## src/nccr_pkg.sv

```systemverilog
// Purpose: constants shared by the oscillator and channel register slice
// Assumes: byte-wide registers behind a three-wire serial port
// Notes:   all offsets are serial-port register addresses
package nccr_pkg;
	// register addresses
	localparam logic [4:0] ADDR_FREQ_B2  = 5'h05;
	localparam logic [4:0] ADDR_FREQ_B3  = 5'h06;
	localparam logic [4:0] ADDR_PHASE_B0 = 5'h07;
	localparam logic [4:0] ADDR_PHASE_B1 = 5'h08;
	localparam logic [4:0] ADDR_CHA_CFG1 = 5'h09;
	localparam logic [4:0] ADDR_CHA_CFG2 = 5'h0A;
	localparam logic [4:0] ADDR_CHA_CFG3 = 5'h0B;
	localparam logic [4:0] ADDR_CHB_CFG1 = 5'h0C;
	localparam logic [4:0] ADDR_CHB_CFG2 = 5'h0D;
	localparam logic [4:0] ADDR_CHB_CFG3 = 5'h0E;
	localparam logic [4:0] ADDR_FIRST    = ADDR_FREQ_B2;
	localparam logic [4:0] ADDR_LAST     = ADDR_CHB_CFG3;
	localparam int         REG_COUNT     = 10;

	// value of every register after reset
	localparam logic [7:0] REG_RESET     = 8'h00;

	// field positions inside a byte
	localparam int POWER_OFF_BIT  = 7;
	localparam int SLEEP_BIT      = 6;
	localparam int COARSE_MSB     = 7;
	localparam int COARSE_LSB     = 6;
	localparam int LOW6_MSB       = 5;
	localparam int LOW6_LSB       = 0;

	// low-power oscillator keeps this many top bits of a word byte
	localparam int LP_KEEP_BITS   = 5;

	// serial frame layout: command byte then data byte, msb first
	localparam int          CMD_READ_BIT = 7;
	localparam int          ADDR_MSB     = 4;
	localparam logic [2:0]  LAST_BIT     = 3'h7;
	localparam logic [2:0]  CNT_RESET    = 3'h0;
	localparam logic [7:0]  SHIFT_RESET  = 8'h00;
	localparam logic [15:0] WORD_RESET   = 16'h0000;

	// serial frame states, gray coded along the path
	typedef enum logic [1:0]
	{
		NCCR_IDLE = 2'b00,
		NCCR_CMD  = 2'b01,
		NCCR_DATA = 2'b11,
		NCCR_DONE = 2'b10
	} nccr_state_e;
endpackage

```

## src/nccr_top.sv

```systemverilog
// Purpose: oscillator word and per-channel configuration registers
// Assumes: serial clock, select and data come from outside, unsynchronised
// Notes:   serial clock must be slow against clock, see hand-over timing
`timescale 1ns/100ps
module nccr_top
(
	input  wire logic        clock,
	input  wire logic        rst_n,
	input  wire logic        spi_sclk,
	input  wire logic        spi_cs_n,
	input  wire logic        spi_sdio_in,
	output logic             spi_sdio_out,
	output logic             spi_sdio_oe,
	input  wire logic        osc_low_power_select,
	output logic [15:0]      osc_frequency_word_hi,
	output logic [15:0]      osc_phase_word,
	output logic             chan_a_power_off,
	output logic             chan_a_sleep,
	output logic [11:0]      chan_a_offset,
	output logic [3:0]       chan_a_gain_coarse,
	output logic [5:0]       chan_a_gain_fine,
	output logic             chan_b_power_off,
	output logic             chan_b_sleep,
	output logic [11:0]      chan_b_offset,
	output logic [3:0]       chan_b_gain_coarse,
	output logic [5:0]       chan_b_gain_fine
);

	// register storage, index is address minus first address
	logic [7:0]              regs_q [0:nccr_pkg::REG_COUNT-1];
	logic [7:0]              regs_d [0:nccr_pkg::REG_COUNT-1];

	// synchroniser stages for the three serial inputs
	logic                    sclk_s1_q;
	logic                    sclk_s2_q;
	logic                    sclk_s3_q;
	logic                    cs_s1_q;
	logic                    cs_s2_q;
	logic                    sdi_s1_q;
	logic                    sdi_s2_q;

	// serial frame state
	nccr_pkg::nccr_state_e   state_q;
	nccr_pkg::nccr_state_e   state_d;
	logic [2:0]              cnt_q;
	logic [2:0]              cnt_d;
	logic [7:0]              shift_q;
	logic [7:0]              shift_d;
	logic                    rd_q;
	logic                    rd_d;
	logic [4:0]              addr_q;
	logic [4:0]              addr_d;
	logic                    sdo_q;
	logic                    sdo_d;
	logic                    oe_q;
	logic                    oe_d;

	// oscillator output words
	logic [15:0]             freq_q;
	logic [15:0]             freq_d;
	logic [15:0]             phase_q;
	logic [15:0]             phase_d;

	logic                    sclk_rise;
	logic                    sclk_fall;
	logic [7:0]              byte_in;

	// true when an address falls inside this slice
	function automatic logic in_range(input logic [4:0] a);
		in_range = (a >= nccr_pkg::ADDR_FIRST) && (a <= nccr_pkg::ADDR_LAST);
	endfunction

	// array index of an address, only meaningful when in range
	function automatic logic [3:0] reg_index(input logic [4:0] a);
		logic [4:0] diff;
		diff = a - nccr_pkg::ADDR_FIRST;
		reg_index = diff[3:0];
	endfunction

	// full word, or only the top bits of the upper byte in low power
	function automatic logic [15:0] lp_word(input logic lp,
		input logic [7:0] hi, input logic [7:0] lo);
		logic [15:0] full;
		logic [15:0] mask;
		full = {hi, lo};
		mask = {{nccr_pkg::LP_KEEP_BITS{1'b1}},
			{(16 - nccr_pkg::LP_KEEP_BITS){1'b0}}};
		lp_word = lp ? (full & mask) : full;
	endfunction

	// two flops per input before any logic looks at it
	always_ff @(posedge clock or negedge rst_n)
	begin
		if (!rst_n)
		begin
			sclk_s1_q <= 1'b0;
			sclk_s2_q <= 1'b0;
			sclk_s3_q <= 1'b0;
			cs_s1_q   <= 1'b1;
			cs_s2_q   <= 1'b1;
			sdi_s1_q  <= 1'b0;
			sdi_s2_q  <= 1'b0;
		end
		else
		begin
			sclk_s1_q <= spi_sclk;
			sclk_s2_q <= sclk_s1_q;
			sclk_s3_q <= sclk_s2_q;
			cs_s1_q   <= spi_cs_n;
			cs_s2_q   <= cs_s1_q;
			sdi_s1_q  <= spi_sdio_in;
			sdi_s2_q  <= sdi_s1_q;
		end
	end

	// edges seen on the synchronised serial clock only
	assign sclk_rise = sclk_s2_q & ~sclk_s3_q;
	assign sclk_fall = ~sclk_s2_q & sclk_s3_q;
	assign byte_in   = {shift_q[6:0], sdi_s2_q};

	// serial frame: command byte, then one data byte per frame
	always_comb
	begin
		state_d = state_q;
		cnt_d   = cnt_q;
		shift_d = shift_q;
		rd_d    = rd_q;
		addr_d  = addr_q;
		sdo_d   = sdo_q;
		oe_d    = oe_q;
		for (int i = 0; i < nccr_pkg::REG_COUNT; i++)
		begin
			regs_d[i] = regs_q[i];
		end
		if (cs_s2_q)
		begin
			// select high aborts any frame, a partial write is dropped
			state_d = nccr_pkg::NCCR_IDLE;
			cnt_d   = nccr_pkg::CNT_RESET;
			oe_d    = 1'b0;
		end
		else
		begin
			unique case (state_q)
				nccr_pkg::NCCR_IDLE:
				begin
					state_d = nccr_pkg::NCCR_CMD;
					cnt_d   = nccr_pkg::CNT_RESET;
				end
				nccr_pkg::NCCR_CMD:
				begin
					if (sclk_rise)
					begin
						shift_d = byte_in;
						cnt_d   = cnt_q + 3'h1;
						if (cnt_q == nccr_pkg::LAST_BIT)
						begin
							rd_d    = byte_in[nccr_pkg::CMD_READ_BIT];
							addr_d  = byte_in[nccr_pkg::ADDR_MSB:0];
							state_d = nccr_pkg::NCCR_DATA;
							cnt_d   = nccr_pkg::CNT_RESET;
							// reads return stored bytes, zero elsewhere
							if (in_range(byte_in[nccr_pkg::ADDR_MSB:0]))
							begin
								shift_d = regs_q[reg_index(
									byte_in[nccr_pkg::ADDR_MSB:0])];
							end
							else
							begin
								shift_d = nccr_pkg::SHIFT_RESET;
							end
						end
					end
				end
				nccr_pkg::NCCR_DATA:
				begin
					if (rd_q && sclk_fall)
					begin
						// host samples each bit on the next rising edge
						sdo_d   = shift_q[7];
						oe_d    = 1'b1;
						shift_d = {shift_q[6:0], 1'b0};
					end
					if (sclk_rise)
					begin
						cnt_d = cnt_q + 3'h1;
						if (!rd_q)
						begin
							shift_d = byte_in;
						end
						if (cnt_q == nccr_pkg::LAST_BIT)
						begin
							state_d = nccr_pkg::NCCR_DONE;
							oe_d    = 1'b0;
							// each address stores all eight bits alone
							if (!rd_q && in_range(addr_q))
							begin
								regs_d[reg_index(addr_q)] = byte_in;
							end
						end
					end
				end
				nccr_pkg::NCCR_DONE:
				begin
					// extra clocks in the same frame are ignored
					state_d = nccr_pkg::NCCR_DONE;
				end
			endcase
		end
	end

	always_ff @(posedge clock or negedge rst_n)
	begin
		if (!rst_n)
		begin
			state_q <= nccr_pkg::NCCR_IDLE;
			cnt_q   <= nccr_pkg::CNT_RESET;
			shift_q <= nccr_pkg::SHIFT_RESET;
			rd_q    <= 1'b0;
			addr_q  <= 5'h00;
			sdo_q   <= 1'b0;
			oe_q    <= 1'b0;
			for (int i = 0; i < nccr_pkg::REG_COUNT; i++)
			begin
				regs_q[i] <= nccr_pkg::REG_RESET;
			end
		end
		else
		begin
			state_q <= state_d;
			cnt_q   <= cnt_d;
			shift_q <= shift_d;
			rd_q    <= rd_d;
			addr_q  <= addr_d;
			sdo_q   <= sdo_d;
			oe_q    <= oe_d;
			for (int i = 0; i < nccr_pkg::REG_COUNT; i++)
			begin
				regs_q[i] <= regs_d[i];
			end
		end
	end

	// oscillator words, one cycle behind a write or a mode change
	always_comb
	begin
		freq_d  = lp_word(osc_low_power_select,
			regs_q[reg_index(nccr_pkg::ADDR_FREQ_B3)],
			regs_q[reg_index(nccr_pkg::ADDR_FREQ_B2)]);
		phase_d = lp_word(osc_low_power_select,
			regs_q[reg_index(nccr_pkg::ADDR_PHASE_B1)],
			regs_q[reg_index(nccr_pkg::ADDR_PHASE_B0)]);
	end

	always_ff @(posedge clock or negedge rst_n)
	begin
		if (!rst_n)
		begin
			freq_q  <= nccr_pkg::WORD_RESET;
			phase_q <= nccr_pkg::WORD_RESET;
		end
		else
		begin
			freq_q  <= freq_d;
			phase_q <= phase_d;
		end
	end

	assign osc_frequency_word_hi = freq_q;
	assign osc_phase_word        = phase_q;
	assign spi_sdio_out          = sdo_q;
	assign spi_sdio_oe           = oe_q;

	// channel A fields, straight from the register flops
	assign chan_a_power_off = regs_q[reg_index(nccr_pkg::ADDR_CHA_CFG1)]
		[nccr_pkg::POWER_OFF_BIT];
	assign chan_a_sleep = regs_q[reg_index(nccr_pkg::ADDR_CHA_CFG1)]
		[nccr_pkg::SLEEP_BIT];
	assign chan_a_offset = {
		regs_q[reg_index(nccr_pkg::ADDR_CHA_CFG3)]
			[nccr_pkg::LOW6_MSB:nccr_pkg::LOW6_LSB],
		regs_q[reg_index(nccr_pkg::ADDR_CHA_CFG1)]
			[nccr_pkg::LOW6_MSB:nccr_pkg::LOW6_LSB]};
	assign chan_a_gain_coarse = {
		regs_q[reg_index(nccr_pkg::ADDR_CHA_CFG3)]
			[nccr_pkg::COARSE_MSB:nccr_pkg::COARSE_LSB],
		regs_q[reg_index(nccr_pkg::ADDR_CHA_CFG2)]
			[nccr_pkg::COARSE_MSB:nccr_pkg::COARSE_LSB]};
	assign chan_a_gain_fine = regs_q[reg_index(nccr_pkg::ADDR_CHA_CFG2)]
		[nccr_pkg::LOW6_MSB:nccr_pkg::LOW6_LSB];

	// channel B fields, same layout one block higher
	assign chan_b_power_off = regs_q[reg_index(nccr_pkg::ADDR_CHB_CFG1)]
		[nccr_pkg::POWER_OFF_BIT];
	assign chan_b_sleep = regs_q[reg_index(nccr_pkg::ADDR_CHB_CFG1)]
		[nccr_pkg::SLEEP_BIT];
	assign chan_b_offset = {
		regs_q[reg_index(nccr_pkg::ADDR_CHB_CFG3)]
			[nccr_pkg::LOW6_MSB:nccr_pkg::LOW6_LSB],
		regs_q[reg_index(nccr_pkg::ADDR_CHB_CFG1)]
			[nccr_pkg::LOW6_MSB:nccr_pkg::LOW6_LSB]};
	assign chan_b_gain_coarse = {
		regs_q[reg_index(nccr_pkg::ADDR_CHB_CFG3)]
			[nccr_pkg::COARSE_MSB:nccr_pkg::COARSE_LSB],
		regs_q[reg_index(nccr_pkg::ADDR_CHB_CFG2)]
			[nccr_pkg::COARSE_MSB:nccr_pkg::COARSE_LSB]};
	assign chan_b_gain_fine = regs_q[reg_index(nccr_pkg::ADDR_CHB_CFG2)]
		[nccr_pkg::LOW6_MSB:nccr_pkg::LOW6_LSB];

endmodule

```

## config.mk

```make
export PLATFORM = sky130hd
export DESIGN_NAME = nccr_top
export DESIGN_NICKNAME = d
export VERILOG_FILES = /design/src/nccr_pkg.sv /design/src/nccr_top.sv
export SDC_FILE = /design/constraint.sdc
export NUM_CORES = 1
export LEC_CHECK = 0
export BUFFER_PORTS_ARGS = -buffer_cell sky130_fd_sc_hd__buf_2
export CAP_MARGIN = 15
export CORE_MARGIN = 5
export CORE_UTILIZATION = 47
export CTS_CLUSTER_DIAMETER = 60
export DETAILED_ROUTE_END_ITERATION = 8
export MAX_ROUTING_LAYER = met4
export PLACE_DENSITY_LB_ADDON = 0.15
export SETUP_SLACK_MARGIN = 0.15
export SLEW_MARGIN = 0
export SYNTH_ARGS = -nofsm -noshare
export SYNTH_HDL_FRONTEND = slang
export SYNTH_SLANG_ARGS = --single-unit
```

## constraint.sdc

```tcl
create_clock -name clock -period 4.9 [get_ports clock]
set_input_delay 0.245 -clock clock [delete_from_list [all_inputs] [get_ports clock]]
set_output_delay 0.245 -clock clock [all_outputs]
set_load 0.03 [all_outputs]
```

==> run summary <==
worst setup slack after layout: 1.35 ns
RSZ-0062 raised after global routing: false
total setup violations reported at the end of the flow: 0
count of yosys warnings during synthesis: 0
Worst setup SP type: flip-flop
Post-Syn Nets: 502
Remaining DRCs: 0
Detailed Routing Iterations Pass 1: 4
GRT Residual Overflow: 0
clock sink count: 140
leading post-synthesis cells by cell area: sky130_fd_sc_hd__dfrtp_1 52%, sky130_fd_sc_hd__mux2_2 15%, sky130_fd_sc_hd__buf_4 5.5%
die height: 129 microns
number of nets in the finished design: 540
via count: 4018
Synth top cells by count: 138 x sky130_fd_sc_hd__dfrtp_1, 87 x sky130_fd_sc_hd__mux2_2, 48 x sky130_fd_sc_hd__buf_4, 22 x sky130_fd_sc_hd__nor2b_1, 17 x sky130_fd_sc_hd__nand2_1
cells resized by post-CTS repair: 0
Die Outline Area: 16500 sq um
Tcrit/Tclk final: 0.725
portion of synthesized cell area occupied by the leading cell type: 0.522
Final Total Pwr: 3.09 mW
worst hold margin: 0.227 ns
Detailed Route Iter0 Violations: 259
setup repair bufs after CTS: 0
total instance count after detailed placement: 683
estimated wirelength of the detail-placed design: 10100 microns
most frequently used cell type in the post-synthesis netlist: sky130_fd_sc_hd__dfrtp_1
worst-margin pin slew: 1.18 ns
antenna violations before repair: 0
number of global-route vias before repair: 4144
layout overhead on the synthesized area: 12.6%
FF-to-FF setup slack: 1.35 ns
Fin Setup TNS: 0 ns
global routing usage summed across all routing layers: 0.199
I/O Pins: 88
maximum number of pins on one net before global-route repair: 93
flops & latches, synth: 140
max-slew violations: 0
count of buffers from port buffering: 87
Setup Crit Path Kind: reg -> reg
instance count of the mapped netlist: 488
predominant post-synthesis flop cell: sky130_fd_sc_hd__dfrtp_1
tightest slew margin relative to the limit: 0.211
class of the tightest hold or removal check: in -> reg
Peak VDD IR: 0.000214 V
synthesized area per cell: 13.5 sq um
clock latency of the later-clocked register in the worst-skew pair: 0.42 ns
clock tree from TritonCTS: yes
library cells used by synthesis: 58
worst-path fanout max: 42
wire length of the first global-routing pass: 24100 microns
P per Cell Area: 415 nW/um^2
H-tree depth reported by CTS: 4
CTS Root Cell: sky130_fd_sc_hd__clkbuf_16
starting density of the core: 0.478
FFs w/ async S/R, synth: 1.00
via count normalized by instance count: 5.59
deepest clock path buffer count: 2
Final Critical Period: 3.55 ns
cell taking the most area after synthesis: sky130_fd_sc_hd__dfrtp_1
max-cap check violation count: 0
Static Leak: 3.81 nW
number of synthesized flops with an enable pin: 0
WL/cell: 20.6 microns
critical path capture point type: flip-flop
arrival time of the worst setup path: 3.86 ns
aggregate routed wire length: 14800 microns
clock-pin transition on the worst setup and hold timing paths: 0.06 ns
Horiz. Die Dim: 129 microns
Final Non-Filler Cells: 719
count of final hold-check violations: 0
post-route antenna net violation count: 0
required time of the critical path: 5.21 ns
part of the Yosys area used for sequential elements: 0.530
share of layout cells above drive strength 1: 0.456
cell area after synthesis: 6610 sq um
Diodes inserted: 0
std cell rows: 43
post-route clock skew: 0.00841 ns
Fmax: 282 MHz
TritonCTS buffer count: 17
placeable core area: 13800 sq um
worst-case setup slack after placement: 1.32 ns
status: complete, no violations
weighted congestion reported at the end of routability-driven placement: 0.885
-- state kept, by name, indices dropped and copies added (netlist names), 6 cells and up --
register and count:
osc_frequency_word_hi 16, chan_a_gain_fine 6, chan_b_offset 12, chan_a_offset 12
regs_q 32, chan_b_gain_fine 6, shift_q 8, osc_phase_word 16
-- layer usage --
layer / vias up / part of all wire / GRT usage
li1: 1802 / - / -
met1: 2065 / 0.46 / 0.266
met2: 128 / 0.47 / 0.301
met3: 23 / 0.048 / 0.0394
met4: 0 / 0.020 / 0.0766
met5: - / 0 / -
-- area by class of cell --
cell class                 instances  area [sq um]
clock buffer                      19           453
clock inverter                    13           140
fill                            1198          6380
inverter                           9          33.8
multi-input combinational        266          2590
sequential                       140          3510
tap                              180           225
timing repair buffer              92           489
-- worst paths after layout --
check / from / endpoint / cells past startpoint
setup reg to reg: sdi_s2_q / shift_q[3] / 5
min in group asynchronous: rst_n / osc_frequency_word_hi[13] / 2
max in group asynchronous: rst_n / addr_q[2] / 3
hold reg to reg: cs_s1_q / cs_s2_q / 0
setup / recovery: sdi_s2_q / shift_q[3] / 5
hold / removal: osc_low_power_select / osc_phase_word[10] / 2
-- through the flow --
| step | cell area, sq um | util |
|---|---|---|
| after floorplan | 6610 | - |
| after global placement | 6810 | 0.492 |
| after detailed placement | 6810 | 0.492 |
| after CTS | 7440 | 0.538 |
| after global routing | 7440 | 0.538 |
| final | 7440 | 0.538 |
-- report_power, final --
part	total [mW]	internal (mW)	switching [mW]	leakage, nW
sequential	1.41	1.20	0.202	1.92
combinational	0.416	0.189	0.228	1.61
clock	1.27	0.776	0.489	0.282
total	3.09	2.17	0.919	3.81
-- repair_timing --
action / in CTS / in global routing
hold endpoints to repair: 94 / 0
endpoints found under the setup margin: 0 / 0
hold buffers: 4 / 0
-- layout by cell type, fill, tap and decap left out, drive strengths merged, types with 2 or more instances in the layout --
| cell | synthesis | final |
|---|---|---|
| a211oi | 2 | 2 |
| a21oi | 5 | 5 |
| a221oi | 7 | 7 |
| and3 | 2 | 2 |
| and3b | 2 | 2 |
| buf | 57 | 88 |
| bufinv | 0 | 2 |
| clkbuf | 16 | 19 |
| clkinv | 0 | 5 |
| clkinvlp | 0 | 4 |
| dfrtp | 138 | 138 |
| dfstp | 2 | 2 |
| dlygate4sd3 | 0 | 4 |
| ha | 8 | 8 |
| inv | 9 | 11 |
| mux2 | 96 | 96 |
| mux2i | 13 | 13 |
| mux4 | 15 | 15 |
| nand2 | 17 | 17 |
| nand2b | 3 | 3 |
| nand3 | 3 | 3 |
| nand3b | 3 | 3 |
| nor2 | 16 | 16 |
| nor2b | 22 | 22 |
| nor3 | 3 | 3 |
| nor3b | 4 | 4 |
| nor4b | 2 | 2 |
| o21a | 3 | 3 |
| o21ai | 2 | 2 |
| o22ai | 7 | 7 |
| o311a | 6 | 6 |
| or3b | 3 | 3 |
| or4 | 2 | 2 |
| or4b | 2 | 2 |
-- cell families after synthesis --
group / synth area share
flops: 0.530
buf+inv: 0.0772
fa+ha+maj: 0.0151
mux: 0.239
simple gates: 0.0874
xor+xnor: 0.00265
compound gates: 0.0483
-- critical path, stage by stage, from the launching register on --
cell and delay [ns]:
sky130_fd_sc_hd__dfrtp_2 1.03, sky130_fd_sc_hd__inv_1 0.21, sky130_fd_sc_hd__ha_1 0.99, sky130_fd_sc_hd__nand2_1 0.44, sky130_fd_sc_hd__o311a_1 0.46, sky130_fd_sc_hd__a221oi_1 0.29
Note: power is estimated with default switching activity, not from simulation.
